$ cat config.mk
export PLATFORM = sky130hd
export DESIGN_NAME = ssctx_top
export DESIGN_NICKNAME = d
export VERILOG_FILES = /design/src/ssctx_pkg.sv /design/src/ssctx_divider.sv /design/src/ssctx_top.sv
export VERILOG_INCLUDE_DIRS = /design/src
export SDC_FILE = /design/constraint.sdc
export NUM_CORES = 1
export LEC_CHECK = 0
export BUFFER_PORTS_ARGS = -buffer_cell sky130_fd_sc_hd__buf_2
export CORE_ASPECT_RATIO = 1.5
export CORE_MARGIN = 4
export CORE_UTILIZATION = 52
export CTS_CLUSTER_DIAMETER = 60
export CTS_CLUSTER_SIZE = 12
export DETAILED_ROUTE_END_ITERATION = 8
export PLACE_DENSITY = 0.78
export SLEW_MARGIN = 20
export SYNTH_ARGS = -nofsm -noshare
export SYNTH_HDL_FRONTEND = slang
export SYNTH_SLANG_ARGS = --single-unit
export TNS_END_PERCENT = 100
$ cat constraint.sdc
create_clock -name clk_sys -period 2.8 [get_ports clk_sys]
set_clock_uncertainty 0.15 [all_clocks]
set_input_delay 0.56 -clock clk_sys [delete_from_list [all_inputs] [get_ports clk_sys]]
set_output_delay 0.56 -clock clk_sys [all_outputs]
set_load 0.01 [all_outputs]
$ cat src/ssctx_params.svh
/*
 * constants of the serial clock and transmit block: clock-select codes,
 * clock-output modes, start modes and field widths.
 * assumes it is included by bare name from the design files.
 */
`ifndef SSCTX_PARAMS_SVH
`define SSCTX_PARAMS_SVH

// clock source select codes
`define SSCTX_SEL_PIN    2'h0
`define SSCTX_SEL_OTHER  2'h1
`define SSCTX_SEL_DIV    2'h2

// clock output modes of a clock pin
`define SSCTX_CKO_NONE   2'h0
`define SSCTX_CKO_CONT   2'h1
`define SSCTX_CKO_XFER   2'h2

// transmit start modes
`define SSCTX_ST_CONT    3'h0
`define SSCTX_ST_RXSYNC  3'h1
`define SSCTX_ST_FSFALL  3'h2
`define SSCTX_ST_FSRISE  3'h3
`define SSCTX_ST_FSLOW   3'h4
`define SSCTX_ST_FSHIGH  3'h5
`define SSCTX_ST_FSANY   3'h6

// widths and limits
`define SSCTX_DIV_W      12
`define SSCTX_WORD_W     32
`define SSCTX_BITCNT_W   5
`define SSCTX_WORDCNT_W  4
`define SSCTX_SYNC_W     16
`define SSCTX_SYNCCNT_W  4

`endif

$ cat src/ssctx_pkg.sv
/*
 * types of the serial clock and transmit block.
 * assumes nothing beyond a SystemVerilog compiler.
 */
package ssctx_pkg;
    // transmitter sequencing states
    typedef enum logic [1:0] {
        SSCTX_IDLE,
        SSCTX_WAIT_START,
        SSCTX_SYNC,
        SSCTX_DATA
    } ssctx_state_t;
endpackage

$ cat src/ssctx_divider.sv
/*
 * shared master-clock divider: a level that holds each state for
 * div_ratio master clock cycles, idle while the ratio is zero.
 * assumes div_ratio is synchronous to clk_sys.
 */
`timescale 1ns/1ps
`default_nettype none
`include "ssctx_params.svh"

module ssctx_divider #(
    parameter int DIV_W = `SSCTX_DIV_W
) (
    // clock and reset
    input  wire logic             clk_sys,
    input  wire logic             nrst,
    // ratio and divided level
    input  wire logic [DIV_W-1:0] div_ratio,
    output logic                  div_clk
);
    logic [DIV_W-1:0] cnt_reg;
    logic             div_clk_reg;
    logic             wrap;

    assign wrap    = (div_ratio != '0) && (cnt_reg >= div_ratio - 1'b1);
    assign div_clk = div_clk_reg;

    // counter restarts after ratio minus one; a ratio of zero parks it at zero
    always_ff @(posedge clk_sys or negedge nrst)
    begin
        if (!nrst)
            cnt_reg <= '0;
        else if (div_ratio == '0)
            cnt_reg <= '0;
        else if (wrap)
            cnt_reg <= '0;
        else
            cnt_reg <= cnt_reg + 1'b1;
    end

    // toggling on each wrap gives n cycles per level, odd or even n
    always_ff @(posedge clk_sys or negedge nrst)
    begin
        if (!nrst)
            div_clk_reg <= 1'b0;
        else if (div_ratio == '0)
            div_clk_reg <= 1'b0;
        else if (wrap)
            div_clk_reg <= ~div_clk_reg;
    end

    // helper: length of the current level while the ratio stays put
    logic [DIV_W:0]   lvl_len_reg;
    logic             stable_reg;
    logic [DIV_W-1:0] ratio_prev_reg;
    always_ff @(posedge clk_sys or negedge nrst)
    begin
        if (!nrst)
        begin
            lvl_len_reg    <= '0;
            stable_reg     <= 1'b0;
            ratio_prev_reg <= '0;
        end
        else
        begin
            ratio_prev_reg <= div_ratio;
            lvl_len_reg    <= wrap ? '0 : lvl_len_reg + 1'b1;
            if (div_ratio != ratio_prev_reg)
                stable_reg <= 1'b0;
            else if (wrap)
                stable_reg <= 1'b1;
        end
    end
endmodule
`default_nettype wire

$ cat src/ssctx_top.sv
/*
 * clock management and transmit path of a synchronous serial
 * controller: clock selection, clock pin drive, holding and shift
 * registers, status flags and a masked interrupt line.
 * assumes all pins and controls are synchronous to clk_sys and that
 * external bit clocks run at most at half of clk_sys.
 */
`timescale 1ns/1ps
`default_nettype none
`include "ssctx_params.svh"

// Operation
// - sides independent, each may borrow other's clock/start
// - transmit clock from pin, receive clock, divider
// - receive clock from pin, transmit clock, divider
// - twelve bit divider ratio with counter, comparator
// - zero ratio keeps divider idle
// - each divided level lasts ratio cycles
// - one divided clock feeds both selectors
// - transmit inversion affects internal clock only
// - transmit pin driven continuously or during transfer
// - receive pin drive modes; inversion internal only
// - frame starts on event, optional sync data
// - holding word moves into bit-clocked shift register
// - drained flag when holding and shift empty
// - free flag when holding moves to shift
// - unmasked pending event raises single interrupt
// - each interrupt source has its mask bit
// - continuous mode starts on holding write
// - up to sixteen words of 32 bits
module ssctx_top (
    // clock and reset
    input  wire logic                          clk_sys,
    input  wire logic                          nrst,
    // clock configuration
    input  wire logic [`SSCTX_DIV_W-1:0]       div_ratio,
    input  wire logic [1:0]                    tx_clock_source_select,
    input  wire logic [1:0]                    rx_clock_source_select,
    input  wire logic                          tx_clock_invert,
    input  wire logic                          rx_clock_invert,
    input  wire logic [1:0]                    tx_clock_output_mode,
    input  wire logic [1:0]                    rx_clock_output_mode,
    // transmit frame configuration
    input  wire logic [2:0]                    tx_start_mode,
    input  wire logic [`SSCTX_BITCNT_W-1:0]    tx_data_len,
    input  wire logic [`SSCTX_WORDCNT_W-1:0]   tx_data_num,
    input  wire logic                          tx_msb_first,
    input  wire logic                          tx_sync_enable,
    input  wire logic [`SSCTX_SYNCCNT_W-1:0]   tx_sync_len,
    input  wire logic [`SSCTX_SYNC_W-1:0]      tx_sync_data,
    input  wire logic                          tx_data_default,
    // transmit holding register write
    input  wire logic [`SSCTX_WORD_W-1:0]      transmit_holding_wdata,
    input  wire logic                          transmit_holding_write,
    // status and interrupt
    input  wire logic [1:0]                    irq_mask,
    output logic                               holding_free_flag,
    output logic                               transmitter_drained_flag,
    output logic                               irq,
    // receiver side coupling
    input  wire logic                          rx_start_pulse,
    input  wire logic                          rx_transfer_active,
    output logic                               rx_bit_clk,
    output logic                               tx_start_pulse,
    // transmit pins
    input  wire logic                          transmit_clock_pin_in,
    output logic                               transmit_clock_pin_out,
    output logic                               transmit_clock_pin_oe,
    input  wire logic                          transmit_frame_sync,
    output logic                               transmit_serial_out,
    // receive clock pin
    input  wire logic                          receive_clock_pin_in,
    output logic                               receive_clock_pin_out,
    output logic                               receive_clock_pin_oe
);
    ssctx_pkg::ssctx_state_t state_reg;

    logic                          div_clk;
    logic                          tx_raw, rx_raw, tx_src, rx_src, tx_int;
    logic                          tx_int_prev_reg, tick;
    logic                          tf_prev_reg, start_event, start_seen_reg, go;
    logic                          tx_busy, use_sync, load_now, word_end, frame_end;
    logic                          sync_done;
    logic [`SSCTX_WORD_W-1:0]      hold_reg, shift_reg;
    logic                          hold_full_reg;
    logic [`SSCTX_BITCNT_W-1:0]    bit_cnt_reg;
    logic [`SSCTX_WORDCNT_W-1:0]   word_cnt_reg;
    logic [`SSCTX_SYNCCNT_W-1:0]   sync_cnt_reg;
    logic                          td_reg, tk_out_reg, tk_oe_reg, rk_out_reg, rk_oe_reg;
    logic                          rx_bit_clk_reg, irq_reg, start_pulse_reg;

    // first serial bit of a word, by bit order and length
    function automatic logic first_bit(input logic [`SSCTX_WORD_W-1:0] w,
                                       input logic [`SSCTX_BITCNT_W-1:0] len,
                                       input logic msb);
        first_bit = msb ? w[len] : w[0];
    endfunction

    // word after one bit has gone out
    function automatic logic [`SSCTX_WORD_W-1:0] shifted(input logic [`SSCTX_WORD_W-1:0] w,
                                                         input logic msb);
        shifted = msb ? {w[`SSCTX_WORD_W-2:0], 1'b0} : {1'b0, w[`SSCTX_WORD_W-1:1]};
    endfunction

    // one divided clock, shared by both selectors
    ssctx_divider #(
        .DIV_W     (`SSCTX_DIV_W)
    ) ssctx_divider_i (
        .clk_sys   (clk_sys),
        .nrst      (nrst),
        .div_ratio (div_ratio),
        .div_clk   (div_clk)
    );

    // each side's own source; borrowing takes the other's own source, so
    // two sides pointing at each other fall back to the divider, no loop
    assign tx_raw = (tx_clock_source_select == `SSCTX_SEL_PIN) ? transmit_clock_pin_in
                                                                : div_clk;
    assign rx_raw = (rx_clock_source_select == `SSCTX_SEL_PIN) ? receive_clock_pin_in
                                                                : div_clk;
    assign tx_src = (tx_clock_source_select == `SSCTX_SEL_OTHER) ? rx_raw : tx_raw;
    assign rx_src = (rx_clock_source_select == `SSCTX_SEL_OTHER) ? tx_raw : rx_raw;
    assign tx_int = tx_src ^ tx_clock_invert;

    // data changes on the falling edge of the internal transmit clock;
    // pin clocks are sampled on clk_sys, hence the half-rate limit
    assign tick = tx_int_prev_reg & ~tx_int;

    // clock pin drive, never inverted
    always_ff @(posedge clk_sys or negedge nrst)
    begin
        if (!nrst)
        begin
            tk_out_reg     <= 1'b0;
            tk_oe_reg      <= 1'b0;
            rk_out_reg     <= 1'b0;
            rk_oe_reg      <= 1'b0;
            rx_bit_clk_reg <= 1'b0;
        end
        else
        begin
            tk_out_reg     <= tx_src;
            tk_oe_reg      <= (tx_clock_output_mode == `SSCTX_CKO_CONT) ||
                              ((tx_clock_output_mode == `SSCTX_CKO_XFER) && tx_busy);
            rk_out_reg     <= rx_src;
            rk_oe_reg      <= (rx_clock_output_mode == `SSCTX_CKO_CONT) ||
                              ((rx_clock_output_mode == `SSCTX_CKO_XFER) &&
                               rx_transfer_active);
            rx_bit_clk_reg <= rx_src ^ rx_clock_invert;
        end
    end

    // edge history of the internal clock and the frame sync input
    always_ff @(posedge clk_sys or negedge nrst)
    begin
        if (!nrst)
        begin
            tx_int_prev_reg <= 1'b0;
            tf_prev_reg     <= 1'b0;
        end
        else
        begin
            tx_int_prev_reg <= tx_int;
            tf_prev_reg     <= transmit_frame_sync;
        end
    end

    // start event decode
    always_comb
    begin
        case (tx_start_mode)
            `SSCTX_ST_CONT:   start_event = 1'b1;
            `SSCTX_ST_RXSYNC: start_event = rx_start_pulse;
            `SSCTX_ST_FSFALL: start_event = tf_prev_reg & ~transmit_frame_sync;
            `SSCTX_ST_FSRISE: start_event = ~tf_prev_reg & transmit_frame_sync;
            `SSCTX_ST_FSLOW:  start_event = ~transmit_frame_sync;
            `SSCTX_ST_FSHIGH: start_event = transmit_frame_sync;
            `SSCTX_ST_FSANY:  start_event = tf_prev_reg ^ transmit_frame_sync;
            default:          start_event = 1'b0;
        endcase
    end

    // sequencing terms; sync data is never sent in continuous mode
    assign go        = start_event | start_seen_reg;
    assign use_sync  = tx_sync_enable && (tx_start_mode != `SSCTX_ST_CONT);
    assign sync_done = (sync_cnt_reg == tx_sync_len);
    assign word_end  = (state_reg == ssctx_pkg::SSCTX_DATA) && (bit_cnt_reg == tx_data_len);
    assign frame_end = word_end && (word_cnt_reg == tx_data_num);
    assign load_now  = tick && hold_full_reg && (
                       ((state_reg == ssctx_pkg::SSCTX_WAIT_START) && go && !use_sync) ||
                       ((state_reg == ssctx_pkg::SSCTX_SYNC) && sync_done) ||
                       (word_end && !frame_end) ||
                       (frame_end && (tx_start_mode == `SSCTX_ST_CONT)));
    assign tx_busy   = (state_reg == ssctx_pkg::SSCTX_SYNC) ||
                       (state_reg == ssctx_pkg::SSCTX_DATA);

    // holding register: a write in the load cycle wins and stays full
    always_ff @(posedge clk_sys or negedge nrst)
    begin
        if (!nrst)
        begin
            hold_reg      <= '0;
            hold_full_reg <= 1'b0;
        end
        else if (transmit_holding_write)
        begin
            hold_reg      <= transmit_holding_wdata;
            hold_full_reg <= 1'b1;
        end
        else if (load_now)
            hold_full_reg <= 1'b0;
    end

    // frame sequencer and its counters
    always_ff @(posedge clk_sys or negedge nrst)
    begin
        if (!nrst)
        begin
            state_reg       <= ssctx_pkg::SSCTX_IDLE;
            start_seen_reg  <= 1'b0;
            bit_cnt_reg     <= '0;
            word_cnt_reg    <= '0;
            sync_cnt_reg    <= '0;
            start_pulse_reg <= 1'b0;
        end
        else
        begin
            start_pulse_reg <= 1'b0;
            case (state_reg)
                ssctx_pkg::SSCTX_IDLE:
                begin
                    start_seen_reg <= 1'b0;
                    if (hold_full_reg)
                        state_reg <= ssctx_pkg::SSCTX_WAIT_START;
                end
                ssctx_pkg::SSCTX_WAIT_START:
                begin
                    // edge events may fall between bit ticks: keep them
                    if (start_event)
                        start_seen_reg <= 1'b1;
                    if (tick && go)
                    begin
                        start_seen_reg  <= 1'b0;
                        start_pulse_reg <= 1'b1;
                        word_cnt_reg    <= '0;
                        bit_cnt_reg     <= '0;
                        sync_cnt_reg    <= '0;
                        state_reg       <= use_sync ? ssctx_pkg::SSCTX_SYNC
                                                    : ssctx_pkg::SSCTX_DATA;
                    end
                end
                ssctx_pkg::SSCTX_SYNC:
                begin
                    if (tick && !sync_done)
                        sync_cnt_reg <= sync_cnt_reg + 1'b1;
                    else if (tick)
                        state_reg <= ssctx_pkg::SSCTX_DATA;
                end
                ssctx_pkg::SSCTX_DATA:
                begin
                    if (tick && !word_end)
                        bit_cnt_reg <= bit_cnt_reg + 1'b1;
                    else if (tick && load_now)
                    begin
                        bit_cnt_reg     <= '0;
                        word_cnt_reg    <= frame_end ? '0 : word_cnt_reg + 1'b1;
                        start_pulse_reg <= frame_end;
                    end
                    else if (tick)
                        state_reg <= ssctx_pkg::SSCTX_IDLE; // underrun or frame done
                end
                default: state_reg <= ssctx_pkg::SSCTX_IDLE;
            endcase
        end
    end

    // shift register and serial data pin
    always_ff @(posedge clk_sys or negedge nrst)
    begin
        if (!nrst)
        begin
            shift_reg <= '0;
            td_reg    <= 1'b0;
        end
        else if (load_now)
        begin
            shift_reg <= shifted(hold_reg, tx_msb_first);
            td_reg    <= first_bit(hold_reg, tx_data_len, tx_msb_first);
        end
        else if (tick && (state_reg == ssctx_pkg::SSCTX_WAIT_START) && go && use_sync)
            td_reg <= tx_sync_data[0];
        else if (tick && (state_reg == ssctx_pkg::SSCTX_SYNC) && !sync_done)
            td_reg <= tx_sync_data[sync_cnt_reg + 1'b1];
        else if (tick && (state_reg == ssctx_pkg::SSCTX_DATA) && !word_end)
        begin
            shift_reg <= shifted(shift_reg, tx_msb_first);
            td_reg    <= first_bit(shift_reg, tx_data_len, tx_msb_first);
        end
        else if (tick && !tx_busy)
            td_reg <= tx_data_default;
        else if (tick && word_end)
            td_reg <= tx_data_default;
    end

    // status flags and the single masked interrupt line
    assign holding_free_flag        = ~hold_full_reg;
    assign transmitter_drained_flag = ~hold_full_reg & ~tx_busy;
    always_ff @(posedge clk_sys or negedge nrst)
    begin
        if (!nrst)
            irq_reg <= 1'b0;
        else
            irq_reg <= |({transmitter_drained_flag, holding_free_flag} & irq_mask);
    end

    assign irq                    = irq_reg;
    assign tx_start_pulse         = start_pulse_reg;
    assign rx_bit_clk             = rx_bit_clk_reg;
    assign transmit_serial_out    = td_reg;
    assign transmit_clock_pin_out = tk_out_reg;
    assign transmit_clock_pin_oe  = tk_oe_reg;
    assign receive_clock_pin_out  = rk_out_reg;
    assign receive_clock_pin_oe   = rk_oe_reg;
endmodule
`default_nettype wire

# Word-level counts from Yosys, hierarchy flattened
# Index checks and enable logic that the tools add are counted.
# word_totals
elab_cells,190
regBits,104
out_inout_bits,10
inputBits,99
# op_classes
n_mux,58
n_eq_ne,31
n_bitwise,15
n_reduce_logical,58
n_lt_le_gt_ge,3
n_addsub,5
# op_table
op,n
two-way mux 32 bit,6
logical AND 1 bit,26
two-way mux 1 bit,25
two-way mux 12 bit,2
inequality test 2 bit (second input constant),11
two-way mux 4 bit,5
case mux 4 bit (2 select lines),2
two-way mux 5 bit,3
two-way mux 2 bit,7
adder 12 x 1 -> 12 bit (second input constant),1
>= comparator 12 bit,1
zero test 12 bit,1
nonzero test 12 bit,1
nonzero test 2 bit,6
subtractor 12 x 1 -> 12 bit (second input constant),1
binary-select mux 1 bit (select 5 bit),2
equality test 2 x 1 -> 1 bit (second input constant),5
case mux 5 bit (2 select lines),1
equality test 3 bit (second input constant),3
AND reduction 3 bit,3
adder 4 x 1 -> 4 bit (second input constant),2
equality test 2 bit (second input constant),4
equality test 4 bit,2
case mux 2 bit (4 select lines),1
25 further kinds,49

# Logic depth before layout (Yosys ltp)
# Gate-level depths: netlist (run 1).
# depth
depth_word,14
depth_mapped,12
ltp_nobuf,11

# Modules after synthesis
# From an unflattened synthesis (run 1), not the netlist that was laid out.
# hier_totals
hier_cells,628
hier_area_um2,6916.6
# by_module_without_submodules
mod,area_per_inst_um2,cells_per_inst,seq_area_each_um2,instances
ssctx_top,5846.9,515,2277.2,1
ssctx_divider,1069.8,113,325.3,1

# Worst setup path before layout (run 1)
# OpenSTA, ideal clock, no wires.
# synth_path
kind,in2reg
from,in transmit_frame_sync
to,reg shift_reg[25]
t_required_ps,2525
t_arrival_ps,2812
path_buffers,2
setup_ps,125
path_slack_ps,-287
stages,11
cell_sequence,inv_1 > ha_1 > nand2b_1 > a22o_1 > nor4_1 > nor2_1 > o211a_1 > buf_6 > a31oi_4 > buf_4 > mux2_2
# synth_via
elab_chain_cells,12
elab_cells_between_ends,19
classes_between,eq/ne: 2; mux: 2; bitwise: 5; reduce/logical: 10
# synth_lines
element,line,rtl
start: declaration,ssctx_top.sv:69,"input wire logic transmit_frame_sync,"
NOT 1 bit,"ssctx_top.sv:174, ssctx_top.sv:176",
bitwise AND 1 bit,ssctx_top.sv:174,`SSCTX_ST_FSFALL: start_event = tf_prev_reg & ~transmit_frame_sync;
case mux 1 bit (7 select lines) (*),ssctx_top.sv:171,case (tx_start_mode)
OR 1 bit (*),ssctx_top.sv:184,assign go = start_event | start_seen_reg;
logical AND 1 bit (2 in a row),ssctx_top.sv:190,((state_reg == ssctx_pkg::SSCTX_WAIT_START) && go && !use_sync) ||
logical OR 1 bit,ssctx_top.sv:190,
logical OR 1 bit,ssctx_top.sv:191,((state_reg == ssctx_pkg::SSCTX_SYNC) && sync_done) ||
logical OR 1 bit,ssctx_top.sv:190,
logical AND 1 bit,ssctx_top.sv:189,assign load_now = tick && hold_full_reg && (
inequality test 2 bit (no line) or nonzero test 2 bit (tied branches),--,
AND reduction 3 bit (no line),--,
end signal: assignment,ssctx_top.sv:287,"shift_reg <= shifted(hold_reg, tx_msb_first);"
end signal: assignment,ssctx_top.sv:296,"shift_reg <= shifted(shift_reg, tx_msb_first);"
end: declaration,ssctx_top.sv:84,"logic [`SSCTX_WORD_W-1:0] hold_reg, shift_reg;"
# Mark *: on every way between the ends. The rest lies on a longest branch, timed or not.
# A chain may end at the register's enable or synchronous reset.

# Final worst setup path (run 1)
# layout_path
from,in tx_clock_source_select[1]
to,reg shift_reg[11]
# layout_via
elab_chain_cells,11
elab_cells_between_ends,21
classes_between,eq/ne: 3; mux: 3; bitwise: 3; reduce/logical: 12
# layout_lines
element,line,rtl
start: declaration,ssctx_top.sv:37,"input wire logic [1:0] tx_clock_source_select,"
zero test 2 bit (no line),--,
two-way mux 1 bit,ssctx_top.sv:117,assign tx_raw = (tx_clock_source_select == `SSCTX_SEL_PIN) ? transmit_clock_pin_in
two-way mux 1 bit (*),ssctx_top.sv:121,assign tx_src = (tx_clock_source_select == `SSCTX_SEL_OTHER) ? rx_raw : tx_raw;
bitwise XOR 1 bit (*),ssctx_top.sv:123,assign tx_int = tx_src ^ tx_clock_invert;
NOT 1 bit (*),ssctx_top.sv:127,assign tick = tx_int_prev_reg & ~tx_int;
bitwise AND 1 bit (*),ssctx_top.sv:127,
logical AND 1 bit (3 in a row),ssctx_top.sv:290,else if (tick && (state_reg == ssctx_pkg::SSCTX_WAIT_START) && go && use_sync)
inequality test 2 bit (no line),--,
AND reduction 3 bit (no line),--,
# Marks and branches as above.

==> impl_metrics.json, run 1 <==
{
  "initial_core_util": 0.537,
  "r2r_start": "ssctx_divider_i.div_clk",
  "hold_viol": 0,
  "synth_top_family_by_area": "multiplexers",
  "cp_num_cells": 9,
  "cts_sinks": 104,
  "holdCritPathClass": "in -> async",
  "antenna_found_initial": 3,
  "async_reset_ff_frac": 1.00,
  "drv_slew": 0,
  "synthAdderAreaFrac": 0.0461,
  "post-place-ws_ns": -0.479,
  "status": "complete, but fails checks",
  "grt_max_degree": 47,
  "power.clock.fraction": 0.198,
  "worstPathRequired_ns": 2.88,
  "slowest_delay_ns": 0.58,
  "finish.utilization": 0.690,
  "end_kind": "flop",
  "path_max_fanout": 17,
  "drc": 0,
  "routed_wl_um": 17300,
  "tritoncts": "done",
  "area_growth_pct": 28.4,
  "die_x_um": 99.4,
  "clock_path_buffers": 2,
  "drtIter0Drc": 247,
  "period_share": 1.01,
  "syn_area_sq_mm": 0.00652,
  "grt_pass1_wl_um": 26000,
  "clock_tree.root_cell": "clkbuf_16",
  "seq_area_frac_synth": 0.399,
  "swShare": 0.357,
  "worst_slew_pin_slew_ns": 0.768,
  "max_cap_violations": 0,
  "start_kind": "input pin",
  "num_vias": 5226,
  "via_per_inst": 5.95,
  "globalplace.congestion": 0.900,
  "peakVddDrop_mv": 0.510,
  "relSlewSlack": 0.488,
  "dpl.hpwl_um": 12000,
  "synth_edf_count": 0,
  "critPathBufInv": 3,
  "h-tree-depth": 3,
  "reg2reg_depth": 8,
  "failed_checks": "negative setup slack",
  "syn_area_per_cell_sq_um": 11.8,
  "cts_buffers": 9,
  "core_sq_mm": 0.0121,
  "final-setup-viol-count": 27,
  "pwr-share-seq": 0.375,
  "drive_above_1_share": 0.465,
  "gr-total-overflow": 0,
  "p_per_area_mw_per_mm2": 714,
  "crit_start": "tx_clock_source_select[1]",
  "crit_type": "in -> reg",
  "synth_mux_area_frac": 0.301,
  "rows": 49,
  "cp.arrival_ns": 2.92,
  "layout_common_cells": "104 x dfrtp_1, 104 x buf_2, 62 x buf_4, 50 x mux2i_1, 50 x mux2_2",
  "synthCells": 554,
  "rsz0062_at_grt": "true",
  "track_usage": 0.224,
  "pwr-share-comb": 0.427,
  "max_freq_mhz": 352,
  "final_nets": 841,
  "synth_compound_area_frac": 0.0722,
  "die-area_sq_mm": 0.0144,
  "p_switching_w": 0.00214,
  "ys_ff_latch": 104,
  "ant_nets": 0,
  "synth_simple_gate_area_share": 0.0967,
  "synth_xor_area_frac": 0.0497,
  "fin_total_pwr_w": 0.00598,
  "die_y_um": 145,
  "insertion_delay_ns": 0.35,
  "io_buffers": 108,
  "cp_cell_sequence": "buf_2, o21a_1, o2111a_1, or4_4, buf_6, and3_4, a31oi_4, buf_12, mux2_2",
  "synth_cell_type_count": 51,
  "synth_ff_type": "dfrtp_1",
  "period_needed_ns": 2.84,
  "grt_pass1_vias": 5389,
  "cts.clk_slew.worst_paths_ns": 0.07,
  "yosysWarningCount": 0,
  "ioPinCount": 109,
  "whs_ns": 0.0717,
  "cp_top_family": "simple AND/OR/NAND/NOR gates",
  "wl_per_cell_um": 19.6,
  "p_leak_nw": 3.85,
  "synth_nets": 677,
  "p_int_w": 0.00384,
  "worst_slack_ns": -0.0383,
  "dr.pass1.iters": 4,
  "worst_path_max_delay_cell": "or4_4"
}
[power by group through the flow]
stage | sequential, W | combinational, W | clock (W)
finish | 0.00224 | 0.00255 | 0.00118
global route | 0.00228 | 0.00279 | 0.00127
global placement | 0.00217 | 0.00214 | 0
CTS | 0.00219 | 0.00230 | 0.00120
floorplan | 0.00211 | 0.00155 | 0
detailed placement | 0.00220 | 0.00224 | 0
[repair_timing]
item / 4_1_cts / 5_1_grt
setup endpoints to repair: 32 / 48
buffers inserted: 0 / 7
hold buffers: 0 / 0
gates cloned: 0 / 4
pin swaps: 1 / 15
resized for setup: 10 / 66
[worst reg2reg max path, delay by kind of cell, from the launching register on]
kind | cells | cell delay (ns)
AND/OR/NAND/NOR | 2 | 0.77
AO/OA/AOI/OAI | 3 | 0.69
flip-flops | 1 | 0.39
buffers and inverters | 2 | 0.36
multiplexers | 1 | 0.36
[layout make-up]
type / count / area [sq um]
clock buffers: 11 / 233
well taps: 153 / 191
flip-flops and latches: 104 / 2600
clock inverters: 5 / 40.0
fillers: 856 / 3770
multi-input cells: 406 / 4030
inverters: 17 / 63.8
diodes: 3 / 7.51
repair buffers: 180 / 1210
[cell families after synthesis]
kind of cell    Yosys count
buf+inv                  44
fa+ha+maj                24
compound gates           64
mux                     156
simple gates            125
flops                   104
xor+xnor                 37
[per-stage QoR]
| stage | instances | TNS [ns] | area, sq um |
|---|---|---|---|
| floorplan | 554 | -4.13 | 6580 |
| global placement | 849 | -15.81 | 7650 |
| detailed placement | 849 | -18.00 | 7650 |
| CTS | 865 | -0.00391 | 7970 |
| global route | 879 | -2.70 | 8370 |
| finish | 879 | -0.527 | 8370 |
[routing by layer]
metal | vias to the layer above | share of wire | GRT usage
li1 | 2377 | - | -
met1 | 2614 | 0.38 | 0.259
met4 | 0 | 0.035 | 0.0868
met3 | 45 | 0.052 | 0.0370
met5 | - | 0 | 0
met2 | 190 | 0.53 | 0.406
[synthesized netlist by cell type (all sizes together), types with 4 or more instances]
cell    instances  area (sq um)
mux2           63           709
o21ai          17          85.1
nor2b           4          25.0
a21oi          11          55.1
ha             24           300
o21a            4          30.0
mux4           26           586
buf            13           110
nor2           29           109
nor4            8          50.1
nand2b          7          43.8
mux2i          67           671
nor3            8          40.0
and3            7          43.8
inv            17          63.8
xnor2          18           158
xor2           19           166
nand2          27           101
nand4           4          25.0
clkbuf         14          52.6
nand3          16          80.1
dfrtp         104          2600
[path summary, 6_finish.rpt]
| path | endpoint | slack (ns) |
|---|---|---|
| max | shift_reg[11] | -0.04 |
| min | hold_reg[28] | 0.07 |
| max reg2reg | shift_reg[11] | -0.03 |
| min reg2reg | ssctx_divider_i.cnt_reg[0] | 0.36 |
| max in group asynchronous | hold_reg[27] | 1.64 |
| min in group clk_sys | rx_bit_clk | 0.25 |
Power figures use the tool's default switching activity.
==> inputs of run 2 (changes only) <==
Settings changed: REMOVE_ABC_BUFFERS set to 1.
==> impl_metrics.json, run 2 (same netlist as run 1, synthesis figures left out) <==
{
  "track_usage": 0.221,
  "cts.clk_slew.worst_paths_ns": 0.07,
  "ioPinCount": 109,
  "crit_type": "reg -> reg",
  "finalNonFillerCells": 869,
  "cts_sinks": 104,
  "cp_cell_sequence": "ha_2, nand2b_4, a22o_1, nor4_4, nor2_2, o211a_4, buf_6, a2111oi_4, and4_1, a21oi_1",
  "reg2reg_depth": 10,
  "end_kind": "flop",
  "grtUsageMet2": 0.403,
  "cp.arrival_ns": 2.88,
  "regArea_sq_mm": 0.00260,
  "critPathBufInv": 1,
  "clock_tree.root_cell": "clkbuf_16",
  "p_switching_w": 0.00205,
  "cp_top_family": "compound AO/OA/AOI/OAI gates",
  "num-fill-cells": 900,
  "status": "complete, but fails checks",
  "worst_slack_ns": -0.00252,
  "via_per_inst": 5.91,
  "wl_per_cell_um": 18.6,
  "rsz0062_at_grt": "true",
  "dpl.hpwl_um": 12100,
  "p_leak_nw": 3.76,
  "clock_path_buffers": 2,
  "top_usage_layer": "met2",
  "r2r_start": "tf_prev_reg",
  "die-area_sq_mm": 0.0144,
  "peakVddDrop_mv": 0.420,
  "initial_core_util": 0.537,
  "grt_max_degree": 52,
  "period_share": 1.00,
  "swShare": 0.352,
  "r2r_slack_ns": -0.003,
  "multi_input_area_sq_mm": 0.00393,
  "core_sq_mm": 0.0121,
  "path_max_fanout": 6,
  "max_cap_violations": 0,
  "drc": 0,
  "final-setup-viol-count": 1,
  "finish.utilization": 0.675,
  "grt_pass1_vias": 5511,
  "hold_start": "rx_clock_invert",
  "grt_pass1_wl_um": 26100,
  "antenna_found_initial": 2,
  "globalplace.congestion": 0.864,
  "layout_commonest_cell": "buf_2",
  "max_freq_mhz": 357,
  "drtIter0Drc": 229,
  "ant_nets": 0,
  "grt_use_met3": 0.0351,
  "hold_viol": 0,
  "cts_buffers": 9,
  "p_per_area_mw_per_mm2": 710,
  "routed_wl_um": 16200,
  "h-tree-depth": 3,
  "slowest_delay_ns": 0.44,
  "power.clock.fraction": 0.216,
  "dr.pass1.iters": 4,
  "hold_end": "rx_bit_clk",
  "layout_common_cells": "106 x buf_2, 104 x dfrtp_1, 63 x mux2_2, 57 x mux2i_1, 55 x buf_4",
  "failed_checks": "negative setup slack",
  "num_vias": 5132,
  "drive_above_1_share": 0.459,
  "hold_depth": 2,
  "r2r-end": "state_reg[0]",
  "area_growth_pct": 25.7,
  "worst_slew_pin_slew_ns": 0.784,
  "dp.cells": 842,
  "worst_path_max_delay_cell": "a2111oi_4",
  "gr-total-overflow": 0,
  "pwr-share-comb": 0.407,
  "die_x_um": 99.4,
  "worstPathRequired_ns": 2.88,
  "final_nets": 832,
  "die_y_um": 145,
  "p_int_w": 0.00377,
  "period_needed_ns": 2.80,
  "pwr-share-seq": 0.377,
  "crit_start": "tf_prev_reg",
  "start_kind": "flop",
  "rows": 49,
  "drv_slew": 0,
  "relSlewSlack": 0.477,
  "tritoncts": "done",
  "holdCritPathClass": "in -> reg",
  "gr-usage-met1": 0.246,
  "io_buffers": 108,
  "insertion_delay_ns": 0.35
}
[run 2: changes by cell type in the layout (fill, tap and decap cells not counted), moves of 3 or more]
cell | before | now
mux2i_4 | 4 | 0
nor2_4 | 0 | 3
mux2i_1 | 50 | 57
buf_4 | 62 | 55
mux2i_2 | 13 | 10
mux2_2 | 50 | 63
clkbuf_8 | 0 | 3
nor2_1 | 21 | 16
clkinvlp_4 | 3 | 0
mux2_4 | 13 | 0
buf_6 | 8 | 4
[run 2: worst max path at each step]
stage | to | slack, ns | cells after the start
after detailed placement | ssctx_divider_i.cnt_reg[3] | -0.56 | 12
final | state_reg[0] | -0.003 | 10
after floorplan | shift_reg[10] | -1.25 | 9
after global placement | state_reg[0] | -0.31 | 12
after global routing | ssctx_divider_i.div_clk | -0.08 | 13
after CTS | shift_reg[26] | 0.01 | 9
[run 2: layer usage]
layer | vias up | wire length [um]
li1 | 2359 | -
met1 | 2582 | 6100
met2 | 147 | 8790
met3 | 44 | 736
met4 | 0 | 548
met5 | - | 0
[run 2: timing repair]
action,CTS,global route
endpoints found under the hold margin,21,0
gates resized for setup,10,57
buffers inserted,0,7
endpoints found under the setup margin,45,45
cloned,0,1
pin swaps,2,17
hold buffers,1,0
[run 2: power groups by stage]
stage | logic [W] | registers (W) | clock network (W)
3_5_place_dp | 0.00219 | 0.00220 | 0
4_1_cts | 0.00223 | 0.00218 | 0.00128
3_3_place_gp | 0.00206 | 0.00217 | 0
6_report | 0.00237 | 0.00220 | 0.00126
5_1_grt | 0.00258 | 0.00224 | 0.00135
2_1_floorplan | 0.00143 | 0.00212 | 0
[run 2: final cells by class]
class | instances | share of cell area
clock buffers | 12 | 0.0325
clock inverters | 4 | 0.00427
flip-flops and latches | 104 | 0.318
diodes | 2 | 0.000611
repair buffers | 171 | 0.134
well taps | 153 | 0.0234
inverters | 17 | 0.00779
multi-input cells | 406 | 0.480
[run 2: metrics by stage]
step / hold slack (ns) / TNS, ns / area (sq um) / total power, W / worst slack, ns
CTS: 0.233 / 0 / 7920 / 0.00569 / 0.0119
global route: 0.229 / -0.863 / 8200 / 0.00617 / -0.0821
finish: 0.241 / -0.00252 / 8200 / 0.00582 / -0.00252
global placement: 0.327 / -13.21 / 7560 / 0.00423 / -0.312
detailed placement: 0.332 / -21.32 / 7560 / 0.00439 / -0.565
floorplan: 0.114 / -42.71 / 6360 / 0.00355 / -1.25
==> inputs of run 3 (changes only) <==
Settings changed: ABC_AREA set to 1, CTS_CLUSTER_DIAMETER 60 to 80, PLACE_DENSITY 0.78 to 0.77.
==> impl_metrics.json, run 3 <==
{
  "status": "complete, but fails checks",
  "failed_checks": "negative setup slack",
  "regArea_sq_mm": 0.00260,
  "tritoncts": "done",
  "synthCells": 1039,
  "dpl-instance-area_sq_mm": 0.00784,
  "r2r_slack_ns": 0.38,
  "ioPinCount": 109,
  "io_buffers": 108,
  "syn_area_per_cell_sq_um": 6.77,
  "hold_viol": 0,
  "finish.instance_area_sq_mm": 0.00835,
  "post-place-ws_ns": -0.552,
  "cts_sinks": 104,
  "synth_ff_type": "dfrtp_1",
  "rows": 51,
  "async_reset_ff_frac": 1.00,
  "end_kind": "flop",
  "routed_wl_um": 17900,
  "yosysWarningCount": 0,
  "rsz0062_at_grt": "true",
  "r2r-end": "shift_reg[1]",
  "track_usage": 0.238,
  "ys_ff_latch": 104,
  "drive_above_1_share": 0.171,
  "antenna_found_initial": 0,
  "area_growth_pct": 18.7,
  "syn_area_sq_mm": 0.00703,
  "tns_ns": -0.0626,
  "multi_input_area_sq_mm": 0.00391,
  "core_sq_mm": 0.0131,
  "reg2reg_depth": 12,
  "dr.pass1.iters": 5,
  "layout_common_cells": "318 x nand2_1, 127 x o21ai_0, 110 x inv_1, 105 x buf_2, 104 x dfrtp_1",
  "p_leak_nw": 4.19,
  "worst_slack_ns": -0.0192,
  "die-area_sq_mm": 0.0155,
  "cp.arrival_ns": 2.96,
  "wl_per_cell_um": 13.7,
  "synth_area_leader_cell": "dfrtp_1",
  "dpl.hpwl_um": 13000,
  "final-setup-viol-count": 6,
  "relSlewSlack": 0.594,
  "cts_buffers": 9,
  "grt_pass1_vias": 6695,
  "drv_slew": 0,
  "r2r_start": "state_reg[0]",
  "grt_max_degree": 88,
  "synth_edf_count": 0,
  "yosysMostFrequentCell": "nand2_1",
  "final_nets": 1268,
  "via_per_inst": 5.36,
  "max_cap_violations": 0,
  "peakVddDrop_mv": 0.474,
  "globalplace.congestion": 0.857,
  "synth_top_area_frac": 0.370,
  "drtIter0Drc": 318,
  "start_kind": "input pin",
  "die_x_um": 103,
  "ys_top_cells_by_count": "321 x nand2_1, 127 x o21ai_0, 110 x inv_1",
  "synth_cell_type_count": 34,
  "gr-total-overflow": 0,
  "dp.cells": 1290,
  "die_y_um": 150,
  "synth.area.top_cells": "dfrtp_1 37%, nand2_1 17%, o21ai_0 9.0%",
  "ant_nets": 0,
  "crit_type": "in -> reg",
  "num_vias": 7021,
  "grt_pass1_wl_um": 29700,
  "h-tree-depth": 3,
  "layout_commonest_cell": "nand2_1",
  "period_share": 1.01,
  "finalNonFillerCells": 1309,
  "max_freq_mhz": 355,
  "clock_path_buffers": 2,
  "cts.clk_slew.worst_paths_ns": 0.07,
  "worst_slew_pin_slew_ns": 0.608,
  "drc": 0,
  "path_max_fanout": 7,
  "clock_tree.root_cell": "clkbuf_16",
  "crit_start": "div_ratio[1]",
  "p_per_area_mw_per_mm2": 724,
  "period_needed_ns": 2.82,
  "worstPathRequired_ns": 2.94,
  "initial_core_util": 0.535,
  "insertion_delay_ns": 0.35,
  "holdCritPathClass": "in -> async",
  "num-fill-cells": 1225,
  "seq_area_frac_synth": 0.370,
  "diodes": 0
}
[run 3: cell count changes in the layout (fill, tap and decap cells not counted), moves of 10 or more]
cell	before	now
nor2_1	16	56
buf_4	55	28
mux2i_1	57	5
o21ai_1	3	64
mux2i_2	10	0
o21ai_0	13	127
nand2_1	26	318
inv_1	17	110
a21oi_1	10	28
nand3_1	16	61
mux4_2	26	0
mux2_2	63	0
[run 3: worst max path at each step]
| stage | to | slack (ns) | cells past startpoint |
|---|---|---|---|
| 6_report | ssctx_divider_i.cnt_reg[11] | -0.02 | 17 |
| 5_1_grt | ssctx_divider_i.cnt_reg[11] | -0.19 | 17 |
| 4_1_cts | ssctx_divider_i.cnt_reg[11] | 0.04 | 18 |
| 3_5_place_dp | ssctx_divider_i.cnt_reg[11] | -0.55 | 18 |
| 3_3_place_gp | ssctx_divider_i.cnt_reg[8] | -0.52 | 18 |
| 2_1_floorplan | shift_reg[0] | -0.42 | 12 |
[run 3: critical path, cell delays in order]
cell and delay, ns:
buf_8 0.10, nor2_4 0.10, nand2_2 0.07, nor3_2 0.20, inv_1 0.07, nor3_2 0.21, nor3b_4 0.26, buf_4 0.15
xor2_2 0.14, ha_1 0.27, nand2_2 0.10, nor2_4 0.05, nand3_2 0.06, o2111a_1 0.22, nand3_4 0.13, buf_12 0.18
nor2_4 0.10
[run 3: final cells by class]
cell class	count	area share
inverter	116	0.0522
sequential	104	0.312
tap	159	0.0238
multi-input combinational	772	0.469
clock buffer	10	0.0286
timing repair buffer	142	0.107
clock inverter	6	0.00794
[run 3: through the flow]
stage               hold WS, ns  total power, W  utilization
floorplan                 0.114         0.00391            -
global placement          0.322         0.00460        0.597
detailed placement        0.325         0.00466        0.597
CTS                      0.0790         0.00598        0.621
global route              0.102         0.00659        0.635
finish                   0.0582         0.00604        0.635
[run 3: what timing repair did]
item                       CTS  global route
hold buffers                 0             0
resized for setup            3            38
setup buffers                0             3
pin swaps                    0            15
setup endpoints to repair   13            13
[run 3: kinds of logic after synthesis]
logic type / count (synthesis) / share of synthesized area
buffers and inverters: 163 / 0.0943
adders and majority gates: 24 / 0.0427
AOI/OAI and AO/OA: 232 / 0.170
xor gates and xnor gates: 30 / 0.0374
DFF: 104 / 0.370
and+or+nand+nor: 481 / 0.279
muxes: 5 / 0.00712
[run 3: per-layer routing]
metal  vias up  track usage  wire [um]
met5         -            0          0
met4         0       0.0907        408
met3        36       0.0408        896
met2       150        0.423       9220
met1      3268        0.282       7400
li1       3567            -          -
[run 3: where the power goes]
part           switching [W]  internal [W]  leakage (nW)
Clock               0.000586      0.000723         0.153
Combinational        0.00145      0.000975          2.74
Sequential          0.000384       0.00192          1.30
Total                0.00242       0.00362          4.19
